==> src/logic/axis_pkg.sv <==
// Shared constants for the plasma axis select drivers.
// Assumes a single 10 MHz system clock domain.
package axis_pkg;
    localparam int unsigned OUT_COUNT = 32;
    localparam int unsigned GROUP_WIDTH = 8;
    localparam int unsigned GROUP_COUNT = 4;
    localparam logic [1:0] SEL_GROUP_ONE = 2'h0;
    localparam logic [1:0] SEL_GROUP_TWO = 2'h1;
    localparam logic [1:0] SEL_GROUP_THREE = 2'h2;
    localparam logic [1:0] SEL_GROUP_FOUR = 2'h3;
    localparam logic [7:0] POS_SHIFT_RESET = 8'hFF;
    localparam logic [31:0] NEG_SHIFT_RESET = 32'hFFFFFFFF;
    localparam logic [31:0] POS_IDLE = 32'h00000000;
    localparam logic [31:0] NEG_IDLE = 32'hFFFFFFFF;
endpackage : axis_pkg

==> src/logic/select_buffer.sv <==
// Two-entry valid/ready buffer for serial select bits.
// Assumes source and sink on the same clock.
`timescale 1ns/100ps
`default_nettype none
module select_buffer #(
    parameter int unsigned WIDTH = 1
) (
    // Clock and reset
    input wire logic i_clk,
    input wire logic i_rstn,
    // Fill side
    input wire logic i_valid,
    input wire logic [WIDTH-1:0] i_data,
    output logic o_ready,
    // Drain side
    output logic o_valid,
    output logic [WIDTH-1:0] o_data,
    input wire logic i_ready
);
    logic [WIDTH-1:0] mem_ff [2];
    logic [WIDTH-1:0] nxt_mem [2];
    logic rd_ptr_ff;
    logic nxt_rd_ptr;
    logic wr_ptr_ff;
    logic nxt_wr_ptr;
    logic [1:0] count_ff;
    logic [1:0] nxt_count;
    logic push;
    logic pop;

    if (WIDTH < 1) begin : g_width_check
        $error("select_buffer width must be at least one");
    end

    assign o_ready = (count_ff != 2'h2);
    assign o_valid = (count_ff != 2'h0);
    assign o_data = mem_ff[rd_ptr_ff];
    assign push = i_valid && o_ready;
    assign pop = o_valid && i_ready;

    always_comb begin
        nxt_mem = mem_ff;
        nxt_wr_ptr = wr_ptr_ff;
        nxt_rd_ptr = rd_ptr_ff;
        nxt_count = count_ff;
        if (push) begin
            nxt_mem[wr_ptr_ff] = i_data;
            nxt_wr_ptr = ~wr_ptr_ff;
        end
        if (pop) begin
            nxt_rd_ptr = ~rd_ptr_ff;
        end
        if (push && !pop) begin
            nxt_count = count_ff + 2'h1;
        end else if (pop && !push) begin
            nxt_count = count_ff - 2'h1;
        end
    end

    always_ff @(posedge i_clk or negedge i_rstn) begin
        if (!i_rstn) begin
            mem_ff[0] <= '0;
            mem_ff[1] <= '0;
            rd_ptr_ff <= 1'b0;
            wr_ptr_ff <= 1'b0;
            count_ff <= 2'h0;
        end else begin
            mem_ff <= nxt_mem;
            rd_ptr_ff <= nxt_rd_ptr;
            wr_ptr_ff <= nxt_wr_ptr;
            count_ff <= nxt_count;
        end
    end

    property p_no_overflow;
        @(posedge i_clk) disable iff (!i_rstn)
        (count_ff == 2'h2 && !pop) |=> (count_ff == 2'h2);
    endproperty
    a_no_overflow: assert property (p_no_overflow) else $error("full buffer changed");
endmodule : select_buffer
`default_nettype wire

==> src/logic/plasma_axis_select_driver.sv <==
// Select logic of a positive-pulse and a negative-pulse plasma axis driver.
// Assumes the controller pins are asynchronous to i_sys_clk.
`timescale 1ns/100ps
`default_nettype none

module plasma_axis_select_driver (
    // System
    input wire logic i_sys_clk,
    input wire logic i_resetn,
    // Positive-pulse driver pins
    input wire logic i_pos_data,
    input wire logic i_pos_shift_clk,
    input wire logic i_pos_strobe_n,
    input wire logic i_group_select_low_bit,
    input wire logic i_group_select_high_bit,
    // Negative-pulse driver pins
    input wire logic i_neg_data,
    input wire logic i_neg_shift_clk,
    input wire logic i_neg_strobe_n,
    input wire logic i_neg_sustain_n,
    // Positive outputs by group
    output logic [axis_pkg::GROUP_WIDTH-1:0] o_group_one_outputs,
    output logic [axis_pkg::GROUP_WIDTH-1:0] o_group_two_outputs,
    output logic [axis_pkg::GROUP_WIDTH-1:0] o_group_three_outputs,
    output logic [axis_pkg::GROUP_WIDTH-1:0] o_group_four_outputs,
    // Negative outputs
    output logic [axis_pkg::OUT_COUNT-1:0] o_neg_outputs
);
    import axis_pkg::*;

    // ----------------------------------------
    // Reset release
    // ----------------------------------------
    logic rst_meta_ff;
    logic rst_sync_ff;
    always_ff @(posedge i_sys_clk or negedge i_resetn) begin
        if (!i_resetn) begin
            rst_meta_ff <= 1'b0;
            rst_sync_ff <= 1'b0;
        end else begin
            rst_meta_ff <= 1'b1;
            rst_sync_ff <= rst_meta_ff;
        end
    end
    wire rstn = rst_sync_ff;

    // ----------------------------------------
    // Pin synchronisers
    // ----------------------------------------
    localparam int unsigned PIN_COUNT = 9;
    logic [PIN_COUNT-1:0] pin_raw;
    logic [PIN_COUNT-1:0] pin_meta_ff;
    logic [PIN_COUNT-1:0] pin_sync_ff;
    logic [PIN_COUNT-1:0] pin_prev_ff;
    assign pin_raw = {i_pos_data, i_pos_shift_clk, i_pos_strobe_n,
                      i_group_select_low_bit, i_group_select_high_bit,
                      i_neg_data, i_neg_shift_clk, i_neg_strobe_n, i_neg_sustain_n};

    always_ff @(posedge i_sys_clk or negedge rstn) begin
        if (!rstn) begin
            pin_meta_ff <= {PIN_COUNT{1'b1}};
            pin_sync_ff <= {PIN_COUNT{1'b1}};
            pin_prev_ff <= {PIN_COUNT{1'b1}};
        end else begin
            pin_meta_ff <= pin_raw;
            pin_sync_ff <= pin_meta_ff;
            pin_prev_ff <= pin_sync_ff;
        end
    end

    logic pos_data_s;
    logic pos_strobe_n_s;
    logic sel_low_s;
    logic sel_high_s;
    logic neg_data_s;
    logic neg_strobe_n_s;
    logic neg_sustain_n_s;
    logic pos_clk_rise;
    logic neg_clk_rise;
    assign pos_data_s = pin_sync_ff[8];
    assign pos_strobe_n_s = pin_sync_ff[6];
    assign sel_low_s = pin_sync_ff[5];
    assign sel_high_s = pin_sync_ff[4];
    assign neg_data_s = pin_sync_ff[3];
    assign neg_strobe_n_s = pin_sync_ff[1];
    assign neg_sustain_n_s = pin_sync_ff[0];
    assign pos_clk_rise = pin_sync_ff[7] && !pin_prev_ff[7];
    assign neg_clk_rise = pin_sync_ff[2] && !pin_prev_ff[2];

    // ----------------------------------------
    // Positive data buffer
    // ----------------------------------------
    logic pos_buf_ready;
    logic pos_buf_valid;
    logic pos_buf_data;
    logic pos_shift_take;
    // Loading stalls while strobing so the store is not disturbed
    assign pos_shift_take = pos_strobe_n_s;

    select_buffer #(
        .WIDTH(1)
    ) u_pos_buffer (
        .i_clk(i_sys_clk),
        .i_rstn(rstn),
        .i_valid(pos_clk_rise),
        .i_data(pos_data_s),
        .o_ready(pos_buf_ready),
        .o_valid(pos_buf_valid),
        .o_data(pos_buf_data),
        .i_ready(pos_shift_take)
    );

    // ----------------------------------------
    // Shift registers
    // ----------------------------------------
    logic [GROUP_WIDTH-1:0] pos_shift_ff;
    logic [GROUP_WIDTH-1:0] nxt_pos_shift;
    logic [OUT_COUNT-1:0] neg_shift_ff;
    logic [OUT_COUNT-1:0] nxt_neg_shift;

    always_comb begin
        nxt_pos_shift = pos_shift_ff;
        nxt_neg_shift = neg_shift_ff;
        if (pos_buf_valid && pos_shift_take) begin
            nxt_pos_shift = {pos_shift_ff[GROUP_WIDTH-2:0], pos_buf_data};
        end
        if (neg_clk_rise && neg_strobe_n_s) begin
            nxt_neg_shift = {neg_shift_ff[OUT_COUNT-2:0], neg_data_s};
        end
    end

    always_ff @(posedge i_sys_clk or negedge rstn) begin
        if (!rstn) begin
            pos_shift_ff <= POS_SHIFT_RESET;
            neg_shift_ff <= NEG_SHIFT_RESET;
        end else begin
            pos_shift_ff <= nxt_pos_shift;
            neg_shift_ff <= nxt_neg_shift;
        end
    end

    // ----------------------------------------
    // Group decode
    // ----------------------------------------
    function automatic logic [GROUP_COUNT-1:0] group_decode(input logic lo, input logic hi);
        case ({hi, lo})
            SEL_GROUP_ONE: group_decode = 4'h1;
            SEL_GROUP_TWO: group_decode = 4'h2;
            SEL_GROUP_THREE: group_decode = 4'h4;
            default: group_decode = 4'h8;
        endcase
    endfunction : group_decode

    logic [GROUP_COUNT-1:0] group_en;
    assign group_en = group_decode(sel_low_s, sel_high_s);

    // ----------------------------------------
    // Output drive
    // ----------------------------------------
    logic [OUT_COUNT-1:0] pos_out_ff;
    logic [OUT_COUNT-1:0] nxt_pos_out;
    logic [OUT_COUNT-1:0] neg_out_ff;
    logic [OUT_COUNT-1:0] nxt_neg_out;

    genvar g;
    generate
        for (g = 0; g < GROUP_COUNT; g++) begin : g_pos_group
            always_comb begin
                // active group only, zero bit selects
                if (!pos_strobe_n_s && group_en[g]) begin
                    nxt_pos_out[g*GROUP_WIDTH +: GROUP_WIDTH] = ~pos_shift_ff;
                end else begin
                    nxt_pos_out[g*GROUP_WIDTH +: GROUP_WIDTH] = POS_IDLE[GROUP_WIDTH-1:0];
                end
            end
        end
    endgenerate

    always_comb begin
        if (!neg_sustain_n_s) begin
            nxt_neg_out = '0;
        end else if (!neg_strobe_n_s) begin
            nxt_neg_out = neg_shift_ff;
        end else begin
            nxt_neg_out = NEG_IDLE;
        end
    end

    always_ff @(posedge i_sys_clk or negedge rstn) begin
        if (!rstn) begin
            pos_out_ff <= POS_IDLE;
            neg_out_ff <= NEG_IDLE;
        end else begin
            pos_out_ff <= nxt_pos_out;
            neg_out_ff <= nxt_neg_out;
        end
    end

    assign o_group_one_outputs = pos_out_ff[7:0];
    assign o_group_two_outputs = pos_out_ff[15:8];
    assign o_group_three_outputs = pos_out_ff[23:16];
    assign o_group_four_outputs = pos_out_ff[31:24];
    assign o_neg_outputs = neg_out_ff;

    // ----------------------------------------
    // Checks
    // ----------------------------------------
    property p_pos_idle;
        @(posedge i_sys_clk) disable iff (!rstn)
        pos_strobe_n_s |=> (pos_out_ff == POS_IDLE);
    endproperty
    a_pos_idle: assert property (p_pos_idle) else $error("positive outputs not idle");

    property p_one_group;
        @(posedge i_sys_clk) disable iff (!rstn)
        ##1 $countones({|pos_out_ff[31:24], |pos_out_ff[23:16],
                        |pos_out_ff[15:8], |pos_out_ff[7:0]}) <= 1;
    endproperty
    a_one_group: assert property (p_one_group) else $error("two groups active");

    property p_group_data;
        @(posedge i_sys_clk) disable iff (!rstn)
        (!pos_strobe_n_s && !sel_low_s && !sel_high_s)
            |=> (o_group_one_outputs == ~$past(pos_shift_ff));
    endproperty
    a_group_data: assert property (p_group_data) else $error("group one data wrong");

    property p_group_four;
        @(posedge i_sys_clk) disable iff (!rstn)
        (!pos_strobe_n_s && sel_low_s && sel_high_s)
            |=> (pos_out_ff[23:0] == 24'h000000);
    endproperty
    a_group_four: assert property (p_group_four) else $error("group four decode wrong");

    property p_shift_in;
        @(posedge i_sys_clk) disable iff (!rstn)
        (neg_clk_rise && neg_strobe_n_s)
            |=> (neg_shift_ff[0] == $past(neg_data_s));
    endproperty
    a_shift_in: assert property (p_shift_in) else $error("negative shift missed");

    property p_sustain;
        @(posedge i_sys_clk) disable iff (!rstn)
        !neg_sustain_n_s |=> (o_neg_outputs == 32'h00000000);
    endproperty
    a_sustain: assert property (p_sustain) else $error("sustain did not force low");

    property p_neg_strobe;
        @(posedge i_sys_clk) disable iff (!rstn)
        (neg_sustain_n_s && !neg_strobe_n_s) |=> (o_neg_outputs == $past(neg_shift_ff));
    endproperty
    a_neg_strobe: assert property (p_neg_strobe) else $error("negative strobe data wrong");

    property p_hold;
        @(posedge i_sys_clk) disable iff (!rstn)
        (!pos_strobe_n_s ##1 !pos_strobe_n_s) |-> $stable(pos_shift_ff);
    endproperty
    a_hold: assert property (p_hold) else $error("store changed during strobe");

    property p_pos_shift;
        @(posedge i_sys_clk) disable iff (!rstn)
        (pos_buf_valid && pos_shift_take)
            |=> (pos_shift_ff[0] == $past(pos_buf_data));
    endproperty
    a_pos_shift: assert property (p_pos_shift) else $error("positive shift missed");

    property p_buf_full;
        @(posedge i_sys_clk) disable iff (!rstn)
        !pos_buf_ready |-> ($past(pos_strobe_n_s) == 1'b0);
    endproperty
    a_buf_full: assert property (p_buf_full) else $error("buffer filled while draining");

    property p_neg_refuse;
        @(posedge i_sys_clk) disable iff (!rstn)
        (neg_clk_rise && !neg_strobe_n_s) |=> $stable(neg_shift_ff);
    endproperty
    a_neg_refuse: assert property (p_neg_refuse) else $error("negative shift on strobe");

    property p_neg_idle;
        @(posedge i_sys_clk) disable iff (!rstn)
        (neg_sustain_n_s && neg_strobe_n_s) |=> (o_neg_outputs == NEG_IDLE);
    endproperty
    a_neg_idle: assert property (p_neg_idle) else $error("negative outputs not idle");
endmodule : plasma_axis_select_driver
`default_nettype wire

==> config.mk <==
export PLATFORM = sky130hd
export DESIGN_NAME = plasma_axis_select_driver
export DESIGN_NICKNAME = d
export VERILOG_FILES = /design/src/logic/axis_pkg.sv /design/src/logic/select_buffer.sv /design/src/logic/plasma_axis_select_driver.sv
export SDC_FILE = /design/constraint.sdc
export NUM_CORES = 1
export LEC_CHECK = 0
export ABC_AREA = 1
export BUFFER_PORTS_ARGS = -buffer_cell sky130_fd_sc_hd__buf_4
export CAP_MARGIN = 20
export CORE_UTILIZATION = 62
export CTS_BUF_LIST = sky130_fd_sc_hd__clkbuf_8
export DETAILED_ROUTE_END_ITERATION = 10
export HOLD_SLACK_MARGIN = 0.02
export PLACE_DENSITY_LB_ADDON = 0.3
export SYNTH_ARGS = -nofsm -noshare
export SYNTH_HDL_FRONTEND = slang
export SYNTH_SLANG_ARGS = --single-unit
export TNS_END_PERCENT = 10
==> constraint.sdc <==
create_clock -name i_sys_clk -period 9.7 [get_ports i_sys_clk]
set_input_delay 1.94 -clock i_sys_clk [delete_from_list [all_inputs] [get_ports i_sys_clk]]
set_output_delay 1.94 -clock i_sys_clk [all_outputs]
set_load 0.05 [all_outputs]
# ---- Yosys cells after proc, flatten, opt, wreduce, memory -nomap -nowiden
# Index checks and enable logic that the tools add are counted.
dict set report op_classes {
  n_bitwise 5
  n_reduce_logical 20
  magnitude_cmp 3
  n_mux 15
  n_addsub 2
  eq_ne 3
}
# cell n
set ops {}
lappend ops {{$mux W32} 2}
lappend ops {{$mux W8} 4}
lappend ops {{$logic_and A1 B1 Y1} 12}
lappend ops {{$pmux W4 S3} 1}
lappend ops {{$not A8 Y8} 1}
lappend ops {{$logic_not A1 Y1} 5}
lappend ops {{$ge A2 B2 Y1 const B} 2}
lappend ops {{$mux W1} 4}
lappend ops {{$mux W2} 2}
lappend ops {{$not A1 Y2} 2}
lappend ops {{$reduce_bool A2 Y1} 2}
lappend ops {{$add A2 B1 Y2 const B} 1}
lappend ops {{$bwmux W2} 1}
lappend ops {{$eq A2 B1 Y1 const B} 1}
lappend ops {{$eq A2 B2 Y1 const B} 1}
lappend ops {{$logic_not A2 Y1} 1}
lappend ops {{$lt A2 B1 Y1 const B} 1}
lappend ops {{$ne A2 B2 Y1 const B} 1}
lappend ops {{$not A1 Y1} 2}
lappend ops {{$sub A2 B1 Y2 const B} 1}
lappend ops {{$demux W1 S1} 1}
dict set report word_totals {
  register_bits 138
  output_inout_bits 64
  wordCells 62
  inputBits 11
}

# ---- Longest topological paths before layout
# Gate-level depths: netlist of run 1.
dict set report logic_depth {
  depth_word 7
  depth_mapped 10
}

# ---- Cells and area by module
# From an unflattened synthesis of run 1, not the netlist that was laid out.
dict set report unflattened {
  hier_cells 419
  area_unflattened_um2 4703.3
}
# module n_inst cells_each seq_area_each_um2 area_each_um2
set by_module_without_submodules {}
lappend by_module_without_submodules {plasma_axis_select_driver 1 378 3268.1 4377.9}
lappend by_module_without_submodules {select_buffer 1 41 150.1 325.3}

# ---- Worst setup path after synthesis of run 1
# No wires, ideal clock.
dict set report synth_path {
  path_type {register to output}
  start {register neg_out_ff[0] (netlist: o_neg_outputs[0])}
  end {output port o_neg_outputs[0] in the netlist's numbering}
  arrival_ns 0.656
  setup_slack_ns 7.104
  stages_incl_launch_ff 1
  required_ns 7.760
  n_path_buf 0
  path_cell_list {dfstp_2}
}
# element line_no
set synth_rtl {}
lappend synth_rtl {{from (decl)} plasma_axis_select_driver.sv:162} ;# logic [OUT_COUNT-1:0] neg_out_ff;
lappend synth_rtl {{from (signal assigned)} plasma_axis_select_driver.sv:195} ;# neg_out_ff <= nxt_neg_out;
lappend synth_rtl {{to (decl)} plasma_axis_select_driver.sv:27} ;# output logic [axis_pkg::OUT_COUNT-1:0] o_neg_outputs
# No word-level cell between the ends.

# ---- Final worst setup path of run 1
dict set report layout_path {
  start {register neg_out_ff[16] (netlist: o_neg_outputs[16])}
  end {output port o_neg_outputs[16] in the netlist's numbering}
}
# No word-level cell between the ends.

==> flow_summary.ini, run 1 <==
[status]
status = complete, no violations

[critical_path]
critical_path_class = reg2out
ff2ff_setup_slack_ps = 7820
worst-path-buf-inv = 1
crit_path_end_kind = output port
crit_path_max_incr_delay_ps = 530
critPathTopFamily = flip-flops
critPathLaunchType = flop
cp_max_fo = 1
path_cells = buf_4
crit_path_top_delay_cell = dfstp_2
crit_arrival_ps = 1150
cp.required_ps = 7760

[global_routing]
grt_max_degree = 67
grt_pass1_wl_mm = 12.2
overflow = 0
first_global_vias = 2722
grt_util_all_layers_pct = 21.6
antenna_found_initial = 0

[power_and_ir_drop]
comb_power_share_pct = 15.6
p_leak_uw = 0.00261
power_uw = 1350
power_frac_clock_pct = 33.9
p_int_uw = 929
seqPwrFrac_pct = 50.5
ir_worst_vdd_mv = 0.170
power.density_nw_per_um2 = 239
p_sw_uw = 416
sw_frac_of_total_pct = 31.0

[yosys]
synth_ff_type = dfstp_2
yosysWarningCount = 0
synthMuxAreaShare_pct = 0
yosysUniqueCellTypes = 20
synth-adder-area-share_pct = 0.270
synth_top_area_share_pct = 52.2
synthXorXnorAreaFrac_pct = 0.189
synthSimpleGateAreaFrac_pct = 10.7
yosys.area.top_type = dfstp_2
synth_area_per_cell_um2 = 12.2
yosysMostFrequentCell = dfstp_2
synth_nets = 391
synth_edf_count = 0
ys_seq_elements = 132
synth_top_family_by_area = simple AND/OR/NAND/NOR gates
synthArstFlopShare_pct = 100
seq_area_frac_synth_pct = 73.8
syn_area_um2 = 4630
synth_compound_area_share_pct = 9.31
yosys-top-cells-area = dfstp_2 52%, dfrtp_1 22%, nand2_1 6.1%
syn_inst = 379
synth_common_cells = 92 x dfstp_2, 75 x nand2_1, 43 x inv_1

[route]
dr_total_vias = 2862
drcViolationCount = 0
drtIter0Drc = 189
firstDrtPassIters = 4
wl_per_cell_um = 13.0
finalWirelength_mm = 7.43
ant_nets = 0
via_per_inst = 5.00

[timing]
tightest_slew_ps = 1000
fin_crit_ps = 3090
fin_setup_tns_ps = 0
fin_skew_ps = 16.2
rsz0062_at_grt = no
setup_viol = 0
hold_violations = 0
worst_hold_slack_ps = 353
fin_ws_ps = 6610
fmax_mhz = 324
maxSlewViolCount = 0
fin_crit_sh_pct = 31.8
slew_headroom_pct = 33.2

[floorplanning]
initial_utilization_pct = 63.9
die_w_um = 88.5
ios = 75
core_region_area_um2 = 7250
rows = 31
die_area_um2 = 7820
die_h_um = 88.5

[finish]
fillers = 451
nets = 472
diodes = 0
synthToLayoutAreaGrowth_pct = 21.6
layout-drive-gt1-share_pct = 49.5

[flow_run]
cap_violations = 0

[clocking]
htreeDepth = 4
ctsHoldBuffers = 0
cts-resized-gates = 0
clk_latency_ps = 430
cts_tree = built
cts_sinks = 132
cts_setup_buffers = 0
cts-root-buf = clkbuf_8
cts_buffers = 17
clk_pin_slew_ps = 70
clock_path_buffers = 2

[placement]
dpl.hpwl_mm = 4.63
gp_congestion = 0.753
place.port_buffers = 74
post-place-ws_ps = 7060

[min_path]
hp-class = reg2reg
-- cell families (layout without fill, tap and decap cells) --
| group | after synthesis | count (layout) |
|---|---|---|
| flip-flops | 132 | 132 |
| adder cells (fa/ha/maj) | 1 | 1 |
| XOR/XNOR | 1 | 1 |
| AND/OR/NAND/NOR | 123 | 123 |
| AO/OA/AOI/OAI | 63 | 63 |
| other | 1 | 1 |
| buffers and inverters | 58 | 152 |
-- metrics by stage --
step	utilization [%]	cells	cell area, um2
3_3_place_gp	72.1	540	5230
3_5_place_dp	72.1	540	5230
4_1_cts	77.7	572	5630
5_1_grt	77.7	572	5630
2_1_floorplan	-	379	4630
6_report	77.7	572	5630
-- cell type report --
class                           instances  area (um2)  area share [%]
Sequential cell                       132        3420            60.7
Multi-Input combinational cell        189         951            16.9
Timing Repair Buffer                   75         563            9.99
Clock buffer                           17         234            4.15
Clock inverter                         15         171            3.04
Inverter                               45         169            3.00
Tap cell                               99         124            2.20
-- worst paths after layout --
path / from / to / depth (start not counted)
max in group asynchronous: rst_sync_ff / pos_out_ff[19] / 1
worst max-delay path: o_neg_outputs[16] / o_neg_outputs[16] / 1
worst min-delay path: pin_meta_ff[5] / pin_sync_ff[5] / 0
worst min register to register: pin_meta_ff[5] / pin_sync_ff[5] / 0
min in group asynchronous: rst_sync_ff / pin_meta_ff[8] / 0
worst max register to register: pin_sync_ff[1] / neg_shift_ff[3] / 5
-- layer usage --
layer / part of all wire, % / GRT usage [%]
met5: 0 / 0
met4: 2.2 / 13.5
met3: 4.3 / 5.97
met2: 52 / 33.5
met1: 41 / 27.3
-- flip-flops by register name (all words and copies together) (netlist names), 2 cells and up --
| register | flops |
|---|---|
| o_neg_outputs | 32 |
| neg_shift_ff | 32 |
| pos_shift_ff | 8 |
| pin_meta_ff | 9 |
| u_pos_buffer.count_ff | 2 |
| pos_out_ff | 32 |
| pin_sync_ff | 9 |
| u_pos_buffer.mem_ff | 2 |
| pin_prev_ff | 2 |
-- power groups by stage --
stage	clock [uW]	combinational, uW	sequential, uW
2_1_floorplan	0	83.5	752
3_3_place_gp	0	200	685
3_5_place_dp	0	208	688
4_1_cts	462	211	680
5_1_grt	486	231	689
6_report	456	210	680
-- layout by cell type (no fill, tap or decap), drive strengths merged --
cell	count
dfstp	92
nand2	76
buf	75
inv	49
dfrtp	40
nor2	36
o21ai	32
a21oi	31
clkbuf	17
nand3	8
clkinv	8
nand4	3
bufinv	2
xnor2	1
ha	1
clkinvlp	1
conb	1
(Power assumes the default switching activity.)
==> run 2: changes to the inputs <==
--- a/config.mk
+++ b/config.mk
@@ -8,7 +8,7 @@
 export ABC_AREA = 1
 export BUFFER_PORTS_ARGS = -buffer_cell sky130_fd_sc_hd__buf_4
 export CAP_MARGIN = 20
-export CORE_UTILIZATION = 62
+export CORE_UTILIZATION = 58
 export CTS_BUF_LIST = sky130_fd_sc_hd__clkbuf_8
 export DETAILED_ROUTE_END_ITERATION = 10
 export HOLD_SLACK_MARGIN = 0.02
==> constraint.sdc (replaced) <==
create_clock -name i_sys_clk -period 3.11 [get_ports i_sys_clk]
set_input_delay 0.622 -clock i_sys_clk [delete_from_list [all_inputs] [get_ports i_sys_clk]]
set_output_delay 0.622 -clock i_sys_clk [all_outputs]
set_load 0.05 [all_outputs]
==> run 2 against run 1 <==
- setup slack got worse by 5300 ps
- combinational power rose to 3.1 times the previous value
- flip-flop and latch count did not move
- via count fell by 3.3%
- core utilization fell by 5.0 points
- routed wire length fell by 1.1%
- critical path depth rose by 4
- register-to-register slack got worse by 6500 ps
- hold slack got worse by 56 ps
- global-route usage fell by 1.4 points
- clock power rose to 2.8 times the previous value
- critical endpoint is now neg_shift_ff[14]
- highest routed layer unchanged
==> flow_summary.ini, run 2 (synthesis gave the netlist of run 1 again) <==
[status]
status = complete, no violations

[clocking]
cts_setup_buffers = 0
clk_pin_slew_ps = 70
cts_tree = built
cts-root-buf = clkbuf_8
cts_buffers = 17
cts_sinks = 132
clock_path_buffers = 2
htreeDepth = 4
clk_latency_ps = 420

[finish]
final_common_cell = dfstp_2
final_cell_mix = 92 x dfstp_2, 77 x buf_4, 75 x nand2_1
diodes = 0
fillers = 519
layout-drive-gt1-share_pct = 49.6
synthToLayoutAreaGrowth_pct = 21.2
nets = 475

[flow_run]
cap_violations = 0

[timing]
rsz0062_at_grt = no
fin_crit_ps = 1810
fin_ws_ps = 1300
slew_headroom_pct = 36.4
tightest_slew_ps = 953
setup_viol = 0
fin_crit_sh_pct = 58.2
fmax_mhz = 552
fin_setup_tns_ps = 0
maxSlewViolCount = 0
hold_violations = 0
fin_skew_ps = 4.74

[floorplanning]
die_w_um = 91.4
initial_utilization_pct = 60.0
rows = 32
die_area_um2 = 8350
core_region_area_um2 = 7730
ios = 75
die_h_um = 91.4

[critical_path]
crit_path_top_delay_cell = nand2_4
cp_max_fo = 63
critical_path_class = reg2reg
path_cells = inv_2 > nor2_4 > nand2_4 > nand2_1 > o21ai_2
crit_path_max_incr_delay_ps = 580
crit_path_end_kind = flop
cp.required_ps = 3460
crit_arrival_ps = 2160
critPathLaunchType = flop

[global_routing]
grt_util_all_layers_pct = 20.2
first_global_vias = 2636
grt_max_degree = 66
grt_pass1_wl_mm = 12.5
antenna_found_initial = 0
overflow = 0

[route]
dr_total_vias = 2767
drcViolationCount = 0
finalWirelength_mm = 7.35
ant_nets = 0
drtIter0Drc = 174
wl_per_cell_um = 12.7
firstDrtPassIters = 4
via_per_inst = 4.79

[placement]
gp_congestion = 0.786
place.port_buffers = 74
dpl.hpwl_mm = 4.75
post-place-ws_ps = 1340

[power_and_ir_drop]
p_leak_uw = 0.00260
power.density_nw_per_um2 = 720
ir_worst_vdd_mv = 0.459

[min_path]
hp-class = in2reg
run 2: cell count changes in the layout (fill, tap and decap cells not counted), sizes merged, moves of 2 or more:
cell and change:
clkinvlp +2, clkinv +3, buf +2, inv -5
run 2: through the flow:
step	total power, uW	hold WS, ps	std cells	util (%)	area [um2]
after floorplan	2610	326	379	-	4640
after global placement	2770	338	545	67.9	5250
after detailed placement	2800	340	545	67.9	5250
after CTS	4080	272	578	72.7	5620
after global routing	4250	266	578	72.7	5620
final	4040	297	578	72.7	5620
run 2: cell type report:
| class | count | area (um2) | share of cell area [%] |
|---|---|---|---|
| inverter | 45 | 169 | 3.01 |
| clock inverter | 14 | 114 | 2.03 |
| tap | 102 | 128 | 2.27 |
| sequential | 132 | 3420 | 60.9 |
| clock buffer | 18 | 248 | 4.41 |
| multi-input combinational | 189 | 951 | 16.9 |
| timing repair buffer | 78 | 588 | 10.5 |
run 2: routing by layer:
layer  routed length [um]  global-route usage (%)
met5                    0                       0
met4                  113                    9.52
met3                  352                    6.87
met2                 3570                    29.4
met1                 3320                    27.5
run 2: power by group:
| group | internal [uW] | total (uW) | switching, uW |
|---|---|---|---|
| combinational | 193 | 644 | 451 |
| sequential | 1980 | 2130 | 151 |
| clock | 643 | 1270 | 631 |
| total | 2810 | 4040 | 1230 |
run 2: final timing paths:
path	start	depth (start not counted)	slack, ps	to
max in group asynchronous	rst_sync_ff	1	1820	o_neg_outputs[5]
min in group asynchronous	rst_sync_ff	0	430	pos_out_ff[8]
max reg2reg	pin_sync_ff[1]	5	1300	neg_shift_ff[14]
min reg2reg	rst_meta_ff	0	350	rst_sync_ff
max	pin_sync_ff[1]	5	1300	neg_shift_ff[14]
min	i_pos_data	1	300	pin_meta_ff[8]
run 2: critical path: cells and delay by family, from the launching register on:
family	cells	cell delay [ps]
compound gates	1	100
simple gates	3	820
flops	1	370
buf+inv	1	420
run 2: what timing repair did:
action	CTS	global route
endpoints found under the hold margin	2	0
resized for setup	0	0
hold buffers	1	0
==> run 3: changes to the inputs <==
==> constraint.sdc (replaced) <==
create_clock -name i_sys_clk -period 1.86 [get_ports i_sys_clk]
set_input_delay 0.372 -clock i_sys_clk [delete_from_list [all_inputs] [get_ports i_sys_clk]]
set_output_delay 0.372 -clock i_sys_clk [all_outputs]
set_load 0.05 [all_outputs]
==> run 3 against run 2 <==
- combinational power increased by 74%
- count of clock-buffer cells in the layout decreased by 1
- fmax increased by 14%
- largest power group unchanged
- first-iteration DRC count decreased by 13%
- via count increased by 1.7%
- die area unchanged
- non-clock buffer count increased by 1
- sequential share of layout area decreased by 1.4 points
- register-to-register slack got worse by 1000 ps
- routed wire length increased by 3.7%
- core utilization increased by 1.7 points
==> flow_summary.ini, run 3 (synthesis gave the netlist of run 1 again) <==
[timing]
fin_skew_ps = 12.7
rsz0062_at_grt = no
fin_crit_sh_pct = 85.3
hold_violations = 0
fin_ws_ps = 274
fin_setup_tns_ps = 0
maxSlewViolCount = 0
slew_headroom_pct = 33.0
fmax_mhz = 630
fin_crit_ps = 1590
tightest_slew_ps = 1000
setup_viol = 0

[power_and_ir_drop]
p_leak_uw = 0.00265
ir_worst_vdd_mv = 0.713
power.density_nw_per_um2 = 1280

[clocking]
clk_pin_slew_ps = 70
cts_buffers = 17
cts_sinks = 132
clock_path_buffers = 2
cts_tree = built
htreeDepth = 4
cts-root-buf = clkbuf_8
clk_latency_ps = 420

[finish]
synthToLayoutAreaGrowth_pct = 24.1
final_cell_mix = 92 x dfstp_2, 76 x buf_4, 75 x nand2_1
diodes = 0
layout-drive-gt1-share_pct = 49.7
final_common_cell = dfstp_2
nets = 476

[critical_path]
cp.required_ps = 2160
reg2regPathDepth = 9
crit_path_end_kind = flop
crit_arrival_ps = 1890
critPathLaunchType = flop
critical_path_class = reg2reg
rr_endpoint = u_pos_buffer.count_ff[1]
ff2ff_setup_slack_ps = 270
r2r-start = pin_sync_ff[7]
cp_max_fo = 5
critPathLaunch = pin_sync_ff[7]

[placement]
gp_congestion = 0.744
post-place-ws_ps = 270
dpl.hpwl_mm = 4.73
place.port_buffers = 74

[floorplanning]
initial_utilization_pct = 60.0
die_w_um = 91.4
die_h_um = 91.4
ios = 75
die_area_um2 = 8350
core_region_area_um2 = 7730
rows = 32

[route]
via_per_inst = 4.86
wl_per_cell_um = 13.2
dr_total_vias = 2814
drtIter0Drc = 151
drcViolationCount = 0
firstDrtPassIters = 4
ant_nets = 0
finalWirelength_mm = 7.62

[min_path]
hp-class = in2reg
whs_path_depth = 1
hold_start = i_neg_strobe_n
holdPathEnd = pin_meta_ff[1]

[status]
status = complete, no violations

[global_routing]
overflow = 0
first_global_vias = 2795
antenna_found_initial = 0
grt_util_all_layers_pct = 20.3
grt_max_degree = 64
grt_pass1_wl_mm = 12.9

[flow_run]
cap_violations = 0
-- run 3: cell count changes in the layout (fill, tap and decap cells not counted), sizes merged --
cell and delta:
buf +1, bufinv +4, clkbuf -1, clkinv -7, clkinvlp +1, inv +3
-- run 3: area by class of cell --
cell class | count | area, um2
flip-flops and latches | 132 | 3420
fillers | 488 | 1970
multi-input cells | 189 | 951
repair buffers | 79 | 621
clock buffers | 17 | 234
clock inverters | 15 | 229
inverters | 45 | 169
well taps | 102 | 128
-- run 3: report_power, final --
group | leakage, uW | switching, uW | internal (uW) | total [uW]
Sequential | 0.00149 | 242 | 3300 | 3540
Combinational | 0.000947 | 779 | 337 | 1120
Clock | 0.000219 | 1110 | 1610 | 2720
Total | 0.00265 | 2130 | 5250 | 7380
-- run 3: stage by stage --
stage | instances | instance area, um2 | util [%] | power (uW) | hold slack, ps
2_1_floorplan | 379 | 4640 | - | 4360 | 76.4
3_3_place_gp | 546 | 5280 | 68.3 | 4650 | 155
3_5_place_dp | 546 | 5280 | 68.3 | 4700 | 155
4_1_cts | 579 | 5750 | 74.4 | 7440 | 36.1
5_1_grt | 579 | 5750 | 74.4 | 7700 | 23.7
6_report | 579 | 5750 | 74.4 | 7380 | 60.7
-- run 3: what timing repair did --
| item | 4_1_cts | 5_1_grt |
|---|---|---|
| hold buffers | 1 | 0 |
| setup buffers | 0 | 0 |
| hold endpoints to repair | 2 | 0 |
| gates resized for setup | 0 | 0 |
-- run 3: layer usage --
layer	GRT usage [%]	wire (um)	vias to the layer above
li1	-	-	1354
met3	6.28	277	6
met5	0	0	-
met2	32.6	3970	66
met4	6.75	54	0
met1	26.5	3320	1388
-- run 3: worst max path at each step --
stage,end,slack (ps),cells after the start
2_1_floorplan,u_pos_buffer.count_ff[1],410,9
3_3_place_gp,u_pos_buffer.count_ff[1],360,9
3_5_place_dp,u_pos_buffer.count_ff[1],270,9
4_1_cts,u_pos_buffer.count_ff[1],270,9
5_1_grt,u_pos_buffer.count_ff[1],120,9
6_report,u_pos_buffer.count_ff[1],270,9
-- run 3: critical path, stage by stage (launching register included) --
cell and delay (ps):
dfstp_2 530, inv_1 40, nor2_1 220, nand2_1 120
inv_1 70, ha_1 240, inv_1 80, nand3_1 80
nand2_1 60, nand2_1 40
